`config.mk`:
```
export PLATFORM = sky130hd
export DESIGN_NAME = pcie_aer_severity_corr_status
export DESIGN_NICKNAME = d
export VERILOG_FILES = /design/src/aer_regs_pkg.sv /design/src/pcie_aer_severity_corr_status.sv /design/src/pkt_crc_check.sv
export SDC_FILE = /design/constraint.sdc
export NUM_CORES = 1
export LEC_CHECK = 0
export BUFFER_PORTS_ARGS = -buffer_cell sky130_fd_sc_hd__buf_2
export CELL_PAD_IN_SITES_DETAIL_PLACEMENT = 1
export CELL_PAD_IN_SITES_GLOBAL_PLACEMENT = 2
export CORE_MARGIN = 4
export CORE_UTILIZATION = 18
export DETAILED_ROUTE_END_ITERATION = 16
export PLACE_DENSITY_LB_ADDON = 0.12
export SKIP_CTS_REPAIR_TIMING = 1
export SLEW_MARGIN = 20
export SYNTH_ARGS = -nofsm -noshare
export SYNTH_HDL_FRONTEND = slang
export SYNTH_HIERARCHICAL = 1
export SYNTH_SLANG_ARGS = --single-unit
```
`constraint.sdc`:
```
create_clock -name CLK_I -period 4.3 [get_ports CLK_I]
set_clock_uncertainty 0.1 [all_clocks]
set_input_delay 0 -clock CLK_I [delete_from_list [all_inputs] [get_ports CLK_I]]
set_output_delay 0 -clock CLK_I [all_outputs]
set_load 0.01 [all_outputs]
```
`src/aer_regs_pkg.sv`:
```
// Register offsets, field positions and reset values for the error registers
package aer_regs_pkg;
    localparam int          ADDR_W        = 12;
    localparam int          DATA_W        = 32;
    localparam logic [11:0] SEV_OFFSET    = 12'h10c;
    localparam logic [11:0] CSTAT_OFFSET  = 12'h110;
    // Severity register fields
    localparam int SEV_UNSUP_BIT    = 20;
    localparam int SEV_ECRC_BIT     = 19;
    localparam int SEV_MALFORM_BIT  = 18;
    localparam int SEV_OVERFLOW_BIT = 17;
    localparam int SEV_UNEXP_BIT    = 16;
    localparam int SEV_ABORT_BIT    = 15;
    localparam int SEV_CPL_TO_BIT   = 14;
    localparam int SEV_FCP_BIT      = 13;
    localparam int SEV_POISON_BIT   = 12;
    localparam int SEV_SD_BIT   = 5;
    localparam int SEV_DLP_BIT  = 4;
    localparam int SEV_RSV0_BIT = 0;
    localparam logic [31:0] SEV_RESET     = 32'h0006_2030;
    localparam logic [31:0] SEV_WMASK     = 32'h001f_f030;
    // Correctable status fields
    localparam int CS_ANF_BIT   = 13;
    localparam int CS_RTO_BIT   = 12;
    localparam int CS_RRO_BIT   = 8;
    localparam int CS_BDL_BIT   = 7;
    localparam int CS_BTL_BIT   = 6;
    localparam int CS_RX_ERR_BIT = 0;
    localparam logic [31:0] CSTAT_RESET   = 32'h0000_0000;
    localparam logic [31:0] CSTAT_MASK    = 32'h0000_31c1;
endpackage : aer_regs_pkg

```
`src/pcie_aer_severity_corr_status.sv`:
```
// Error severity and correctable status registers
`timescale 1ns/1ns
// How it works
// - Bit 20 of severity holds the unsupported-request severity, sticky, reset 0.
// - Bit 13 of severity holds the flow-control protocol severity, reset 1.
// - Bit 5 of severity holds the surprise-down severity, reset 1.
// - Bit 4 of severity holds the link protocol severity, reset 1.
// - Severity bit 0 is read-only and always reads 0.
// - Status bit 13 flags advisory non-fatal errors, cleared by writing 1.
// - Status bit 12 is set on replay timer expiry, cleared by writing 1.
// - Status bit 7 is set when a link packet's CRC mismatches.
// - Status bit 6 is set when the physical layer flags a packet error.
// - Bit 6 is set when an EDB packet's CRC is not the inverse of calc.
// - Bit 6 is set when a normal packet's CRC mismatches.
module pcie_aer_severity_corr_status
#(
    parameter int CRC_W = 32
) (
    // Clock and resets
    input  wire logic                            CLK_I,
    input  wire logic                            RST_N_I,
    input  wire logic                            POWER_ON_RST_N_I,
    // Configuration access
    input  wire logic                            CFG_WR_I,
    input  wire logic                            CFG_RD_I,
    input  wire logic [aer_regs_pkg::ADDR_W-1:0] CFG_ADDR_I,
    input  wire logic [3:0]                      CFG_BE_I,
    input  wire logic [aer_regs_pkg::DATA_W-1:0] CFG_WDATA_I,
    output logic      [aer_regs_pkg::DATA_W-1:0] CFG_RDATA_O,
    output logic                                 CFG_RVALID_O,
    // Error events
    input  wire logic                            ADVISORY_NONFATAL_I,
    input  wire logic                            REPLAY_TIMER_EXPIRED_I,
    input  wire logic                            REPLAY_COUNT_ROLLOVER_I,
    input  wire logic                            RECEIVER_ERROR_I,
    input  wire logic                            DL_VALID_I,
    input  wire logic [CRC_W-1:0]                DL_CALC_CRC_I,
    input  wire logic [CRC_W-1:0]                DL_RX_CRC_I,
    input  wire logic                            TL_VALID_I,
    input  wire logic                            TL_PHY_ERR_I,
    input  wire logic                            TL_EDB_I,
    input  wire logic [CRC_W-1:0]                TL_CALC_CRC_I,
    input  wire logic [CRC_W-1:0]                TL_RX_CRC_I,
    // Severity and status levels
    output logic      [aer_regs_pkg::DATA_W-1:0] SEVERITY_O,
    output logic      [aer_regs_pkg::DATA_W-1:0] CORR_STATUS_O
);
    import aer_regs_pkg::*;

    //--------------------------------------------------------------
    // State
    //--------------------------------------------------------------
    typedef struct packed {
        logic [31:0] sev;
        logic [31:0] cstat;
        logic [31:0] rdata;
        logic        rvalid;
    } state_t;

    state_t      s_q;
    state_t      s_d;
    logic        bad_dl;
    logic        bad_tl;
    logic [31:0] wmask;
    logic [31:0] events;

    function automatic logic [31:0] be_mask(input logic [3:0] be);
        be_mask = {{8{be[3]}}, {8{be[2]}}, {8{be[1]}}, {8{be[0]}}};
    endfunction : be_mask

    //--------------------------------------------------------------
    // Packet checks
    //--------------------------------------------------------------
    pkt_crc_check #(
        .CRC_W (CRC_W)
    ) u_crc (
        .dl_valid_i    (DL_VALID_I),
        .dl_calc_crc_i (DL_CALC_CRC_I),
        .dl_rx_crc_i   (DL_RX_CRC_I),
        .tl_valid_i    (TL_VALID_I),
        .tl_phy_err_i  (TL_PHY_ERR_I),
        .tl_edb_i      (TL_EDB_I),
        .tl_calc_crc_i (TL_CALC_CRC_I),
        .tl_rx_crc_i   (TL_RX_CRC_I),
        .bad_dl_o      (bad_dl),
        .bad_tl_o      (bad_tl)
    );

    //--------------------------------------------------------------
    // Next state
    //--------------------------------------------------------------
    always_comb
    begin
        s_d = s_q;
        wmask = be_mask(CFG_BE_I) & CFG_WDATA_I;
        events = 32'h0000_0000;
        events[CS_ANF_BIT] = ADVISORY_NONFATAL_I;
        events[CS_RTO_BIT] = REPLAY_TIMER_EXPIRED_I;
        events[CS_RRO_BIT] = REPLAY_COUNT_ROLLOVER_I;
        events[CS_BDL_BIT] = bad_dl;
        events[CS_BTL_BIT] = bad_tl;
        events[CS_RX_ERR_BIT] = RECEIVER_ERROR_I;
        if (CFG_WR_I && CFG_ADDR_I == SEV_OFFSET)
        begin
            // Only writable bits change; bit 0 and reserved stay 0
            s_d.sev = (s_q.sev & ~(be_mask(CFG_BE_I) & SEV_WMASK))
                    | (CFG_WDATA_I & be_mask(CFG_BE_I) & SEV_WMASK);
        end
        // Set wins over write-1-to-clear
        if (CFG_WR_I && CFG_ADDR_I == CSTAT_OFFSET)
            s_d.cstat = s_q.cstat & ~(wmask & CSTAT_MASK);
        s_d.cstat = s_d.cstat | (events & CSTAT_MASK);
        s_d.rvalid = CFG_RD_I;
        s_d.rdata = 32'h0000_0000;
        if (CFG_RD_I)
        begin
            case (CFG_ADDR_I)
                SEV_OFFSET:   s_d.rdata = s_q.sev & SEV_WMASK;
                CSTAT_OFFSET: s_d.rdata = s_q.cstat & CSTAT_MASK;
                default:      s_d.rdata = 32'h0000_0000;
            endcase
        end
    end

    //--------------------------------------------------------------
    // Registers
    //--------------------------------------------------------------
    always_ff @(posedge CLK_I)
    begin
        if (!POWER_ON_RST_N_I)
        begin
            s_q.sev    <= SEV_RESET;
            s_q.cstat  <= CSTAT_RESET;
            s_q.rdata  <= 32'h0000_0000;
            s_q.rvalid <= 1'b0;
        end
        else if (!RST_N_I)
        begin
            // Hot or warm reset leaves sticky contents alone
            s_q.sev    <= s_q.sev;
            s_q.cstat  <= s_q.cstat;
            s_q.rdata  <= 32'h0000_0000;
            s_q.rvalid <= 1'b0;
        end
        else
        begin
            s_q <= s_d;
        end
    end

    assign CFG_RDATA_O   = s_q.rdata;
    assign CFG_RVALID_O  = s_q.rvalid;
    assign SEVERITY_O    = s_q.sev;
    assign CORR_STATUS_O = s_q.cstat;

    //--------------------------------------------------------------
    // Checks
    //--------------------------------------------------------------
    sev_bit0_zero_a: assert property (@(posedge CLK_I)
        disable iff (!POWER_ON_RST_N_I)
        !SEVERITY_O[SEV_RSV0_BIT] && (SEVERITY_O & ~SEV_WMASK) == 32'h0)
        else $error("Severity reserved bit set");
    cstat_rsv_zero_a: assert property (@(posedge CLK_I)
        disable iff (!POWER_ON_RST_N_I)
        (CORR_STATUS_O & ~CSTAT_MASK) == 32'h0)
        else $error("Status reserved bit set");
    sev_unsup_write_a: assert property (@(posedge CLK_I)
        disable iff (!POWER_ON_RST_N_I || !RST_N_I)
        CFG_WR_I && CFG_ADDR_I == SEV_OFFSET && CFG_BE_I[2]
        |=> SEVERITY_O[SEV_UNSUP_BIT] == $past(CFG_WDATA_I[SEV_UNSUP_BIT]))
        else $error("Severity bit 20 not written");
    por_reset_val_a: assert property (@(posedge CLK_I)
        !POWER_ON_RST_N_I |=> SEVERITY_O == SEV_RESET &&
        CORR_STATUS_O == CSTAT_RESET)
        else $error("Power-on reset value wrong");
    warm_keep_a: assert property (@(posedge CLK_I)
        disable iff (!POWER_ON_RST_N_I)
        !RST_N_I |=> $stable(SEVERITY_O) && $stable(CORR_STATUS_O))
        else $error("Sticky bits lost in warm reset");
    rto_set_a: assert property (@(posedge CLK_I)
        disable iff (!POWER_ON_RST_N_I || !RST_N_I)
        REPLAY_TIMER_EXPIRED_I |=> CORR_STATUS_O[CS_RTO_BIT])
        else $error("Replay timeout not flagged");
    bdl_set_a: assert property (@(posedge CLK_I)
        disable iff (!POWER_ON_RST_N_I || !RST_N_I)
        DL_VALID_I && DL_CALC_CRC_I != DL_RX_CRC_I
        |=> CORR_STATUS_O[CS_BDL_BIT])
        else $error("Bad link packet not flagged");
    btl_edb_a: assert property (@(posedge CLK_I)
        disable iff (!POWER_ON_RST_N_I || !RST_N_I)
        TL_VALID_I && TL_EDB_I && TL_RX_CRC_I != ~TL_CALC_CRC_I
        |=> CORR_STATUS_O[CS_BTL_BIT])
        else $error("Bad EDB packet not flagged");
    anf_clear_a: assert property (@(posedge CLK_I)
        disable iff (!POWER_ON_RST_N_I || !RST_N_I)
        CFG_WR_I && CFG_ADDR_I == CSTAT_OFFSET && CFG_BE_I[1] &&
        CFG_WDATA_I[CS_ANF_BIT] && !ADVISORY_NONFATAL_I
        |=> !CORR_STATUS_O[CS_ANF_BIT])
        else $error("Advisory flag not cleared");
    btl_phy_a: assert property (@(posedge CLK_I)
        disable iff (!POWER_ON_RST_N_I || !RST_N_I)
        TL_VALID_I && TL_PHY_ERR_I |=> CORR_STATUS_O[CS_BTL_BIT])
        else $error("Physical layer packet error not flagged");
    btl_crc_a: assert property (@(posedge CLK_I)
        disable iff (!POWER_ON_RST_N_I || !RST_N_I)
        TL_VALID_I && !TL_PHY_ERR_I && !TL_EDB_I &&
        TL_RX_CRC_I != TL_CALC_CRC_I |=> CORR_STATUS_O[CS_BTL_BIT])
        else $error("Bad transaction packet not flagged");
    anf_set_a: assert property (@(posedge CLK_I)
        disable iff (!POWER_ON_RST_N_I || !RST_N_I)
        ADVISORY_NONFATAL_I |=> CORR_STATUS_O[CS_ANF_BIT])
        else $error("Advisory error not flagged");
    rto_sticky_a: assert property (@(posedge CLK_I)
        disable iff (!POWER_ON_RST_N_I || !RST_N_I)
        CORR_STATUS_O[CS_RTO_BIT] &&
        !(CFG_WR_I && CFG_ADDR_I == CSTAT_OFFSET)
        |=> CORR_STATUS_O[CS_RTO_BIT])
        else $error("Replay timeout flag lost");
    rd_pulse_a: assert property (@(posedge CLK_I)
        disable iff (!POWER_ON_RST_N_I || !RST_N_I)
        CFG_RD_I |=> CFG_RVALID_O)
        else $error("Read answer missing");
    rd_idle_zero_a: assert property (@(posedge CLK_I)
        disable iff (!POWER_ON_RST_N_I)
        !CFG_RD_I |=> !CFG_RVALID_O && CFG_RDATA_O == 32'h0000_0000)
        else $error("Read data not zero when idle");
endmodule : pcie_aer_severity_corr_status

```
`src/pkt_crc_check.sv`:
```
// Received packet CRC checks feeding the bad-packet flags
`timescale 1ns/1ns
module pkt_crc_check #(
    parameter int CRC_W = 32
) (
    // Link packet
    input  wire logic             dl_valid_i,
    input  wire logic [CRC_W-1:0] dl_calc_crc_i,
    input  wire logic [CRC_W-1:0] dl_rx_crc_i,
    // Transaction packet
    input  wire logic             tl_valid_i,
    input  wire logic             tl_phy_err_i,
    input  wire logic             tl_edb_i,
    input  wire logic [CRC_W-1:0] tl_calc_crc_i,
    input  wire logic [CRC_W-1:0] tl_rx_crc_i,
    // Event pulses
    output logic                  bad_dl_o,
    output logic                  bad_tl_o
);
    always_comb
    begin
        bad_dl_o = dl_valid_i && (dl_calc_crc_i != dl_rx_crc_i);
        bad_tl_o = 1'b0;
        if (tl_valid_i)
        begin
            if (tl_phy_err_i)
                bad_tl_o = 1'b1;
            else if (tl_edb_i)
                bad_tl_o = (tl_rx_crc_i != ~tl_calc_crc_i);
            else
                bad_tl_o = (tl_rx_crc_i != tl_calc_crc_i);
        end
    end
endmodule : pkt_crc_check
```
==> impl_metrics.tcl <==
set metrics [dict create \
    grt_setup_unrepaired "false" \
    cts_buffers 5 \
    yosysTopAreaCell "dfxtp_1" \
    pin_count_of_the_biggest_net_entering_global_routing 20 \
    die-height_um 130.6 \
    hold_viol_final 1 \
    crit_buf_inv 2 \
    final.period_utilization_pct 56.53 \
    route.detailed.vias_per_inst 4.117 \
    totalWireLength_mm 11.18 \
    cp_num_cells 6 \
    cp-end-kind "register" \
    htree_num_levels 2 \
    hold_class "in -> reg" \
    layout_min_cycle_time_ns 2.431 \
    first_global_vias 3081 \
    final_core_utilization_pct 27.65 \
    cpLargestDelayFamily "simple AND/OR/NAND/NOR gates" \
    timing.setup.critical_path_class "in -> reg" \
    p_per_area_mw_per_mm2 243.5 \
    max_cap_violations 0 \
    grt-ovfl-total 0 \
    cp_peak_stage_delay_ns 0.80 \
    wl_per_cell_um 15.17 \
    timing.setup.tns_ns 0 \
    drive_gt1_share_pct 39.06 \
    synth.avg_cell_area_um2 8.148 \
    dr.first_iter.drc_count 84 \
    synth.distinct_cells 44 \
    outcome "finished with violations" \
    clk_transition_reported_paths_ns 0.05 \
    ys_seq_area_share_pct 24.42 \
    irDropWorstVdd_uv 115.3 \
    report.final.slew_viol_count 0 \
    crit_slowest_cell "nor4_2" \
    layout-area-overhead-vs-synth_pct 49.68 \
    vias 3034 \
    grt_pass1_wl_mm 15.82 \
    synth-main-ff-cell "dfxtp_1" \
    post-synth-top-area-fraction_pct 24.42 \
    critical_path.cell_chain "buf_2 -> or4b_1 -> nor4_2 -> nand3_1 -> a32o_1 -> dlygate4sd3_1" \
    grt.total_usage_pct 11.69 \
    worst_ep_required_time_ns 4.36 \
    master_cell_of_the_clock_root_buffer "clkbuf_16" \
    clock-sinks 33 \
    drt_drc_violations_left 0 \
    initial_utilization_pct 18.47 \
    yosysMostFrequentCell "buf_4" \
    portBuffers 203 \
    dpl.hpwl_mm 9.738 \
    die-area_mm2 0.01705 \
    netlist_top_cells_count "buf_4 (64), xnor2_1 (44), dfxtp_1 (33)" \
    yosys_warnings 6 \
    final.hold.worst_slack_ns -0.01399 \
    crit_path_max_fanout 11 \
    worst-slew-pin-transition_ns 0.9385 \
    cp.arrival_ns 2.49 \
    cts.path.max_buffers 2 \
    violations_in_the_final_reports "hold timing" \
    report.final.setup_viol 0 \
    num_io_pins 286 \
    grt_antenna_before_repair 0 \
    tritoncts "yes" \
    firstDrtPassIters 4 \
    gate_count_of_the_mapped_netlist 332 \
    insertedDiodeCount 0 \
    drtAntennaViolNets 0 \
    worst_skew_pair.late_latency_ns 0.27 \
    fmaxAchievable_ghz 0.4114 \
    ys_seq_elements 33 \
    placeableCoreArea_mm2 0.01464 \
    design.final.nets 741 \
    rrSetupSlack_ns 3.00 \
    synth_area_leaders "dfxtp_1 (24%), buf_4 (18%), xnor2_1 (14%)" \
    synthArstFlopShare_pct 0 \
    ff2ff_path_depth 2 \
    timing.slew.headroom_pct 36.91 \
    leakage_nw 1.982 \
    gp_congestion 0.7432 \
    critPathLaunchType "input port" \
    number_of_standard_cell_rows_in_the_floorplan 44 \
    mapped_area_mm2 0.002705 \
    die_w_um 130.6 \
    edff_count_synth 0 \
    hold_path_depth 3 \
]
==> power by group <==
part | total [mW] | internal [mW] | leakage [nW] | switching (mW)
Sequential | 0.314 | 0.311 | 0.268 | 0.00340
Clock | 0.414 | 0.289 | 0.0841 | 0.125
Combinational | 0.258 | 0.126 | 1.63 | 0.132
Total | 0.986 | 0.726 | 1.98 | 0.260
==> metal layers <==
metal | vias to the layer above | track usage [%] | wire length [um]
met2 | 145 | 21.80 | 5685
met1 | 1390 | 13.37 | 4353
met3 | 2 | 3.740 | 1098
met5 | - | 0 | 0
li1 | 1497 | - | -
met4 | 0 | 1.452 | 41
==> path summary, 6_finish.rpt <==
kind                  endpoint              start
max          CORR_STATUS_O[12]      CFG_ADDR_I[9]
min           CORR_STATUS_O[8]     CFG_WDATA_I[8]
max reg2reg  CORR_STATUS_O[12]  CORR_STATUS_O[12]
min reg2reg           register           register
==> layout by cell type (no fill, tap or decap), types with 2 or more instances in the layout <==
cell           instances
dfxtp_1               33
a21oi_1               11
a22oi_1                4
nand3_1               11
conb_1                64
a2111oi_0              4
a222oi_1               3
o31a_1                 3
nor2b_1                8
inv_1                 19
nor2_1                 4
and2_1                 3
or4_1                  3
o21ai_0               13
a31oi_1                3
xnor2_1               44
mux2i_1                4
xor2_1                 4
dlygate4sd3_1         19
o22ai_1                8
nor4b_1                2
a22o_1                 3
buf_2                203
nor4_1                 4
nor3_1                 4
o2bb2ai_1              3
nor3b_1                2
clkbuf_16              5
nand2_1               11
nor4_2                 3
a32o_1                 6
nand4_1               11
and3_1                17
==> per-stage QoR <==
| step | total power, mW | worst slack (ns) | instance area (um2) | cells | hold slack (ns) |
|---|---|---|---|---|---|
| after global routing | 1.042 | 1.657 | 4049 | 737 | 0.004053 |
| after floorplan | 0.4801 | 2.339 | 2942 | 395 | 0.02579 |
| after CTS | 0.9826 | 2.349 | 3859 | 718 | -0.1630 |
| after detailed placement | 0.5631 | 2.071 | 3686 | 710 | 0.1186 |
| after global placement | 0.5611 | 2.089 | 3686 | 710 | 0.1129 |
| final | 0.9858 | 1.869 | 4049 | 737 | -0.01399 |
==> final cells by class <==
cell class / instances / area (um2)
inverters: 19 / 71.32
fillers: 1849 / 10600
multi-input cells: 270 / 1700
clock buffers: 7 / 142.6
repair buffers: 223 / 1214
flip-flops and latches: 33 / 660.6
well taps: 184 / 230.2
clock inverters: 1 / 30.03
==> cells by family after synthesis <==
family | count (synthesis) | share of synthesized area, %
simple gates | 89 | 19.84
mux | 4 | 1.480
xor+xnor | 48 | 15.54
compound gates | 65 | 16.88
flops | 33 | 24.42
buf+inv | 92 | 21.69
other cells | 1 | 0.1386
==> worst reg2reg max path, cell delays in order, from the launching register on <==
cell and delay [ns]:
dfxtp_1 0.33, a32o_1 0.22, dlygate4sd3_1 0.54
Note: power is estimated with default switching activity, not from simulation.
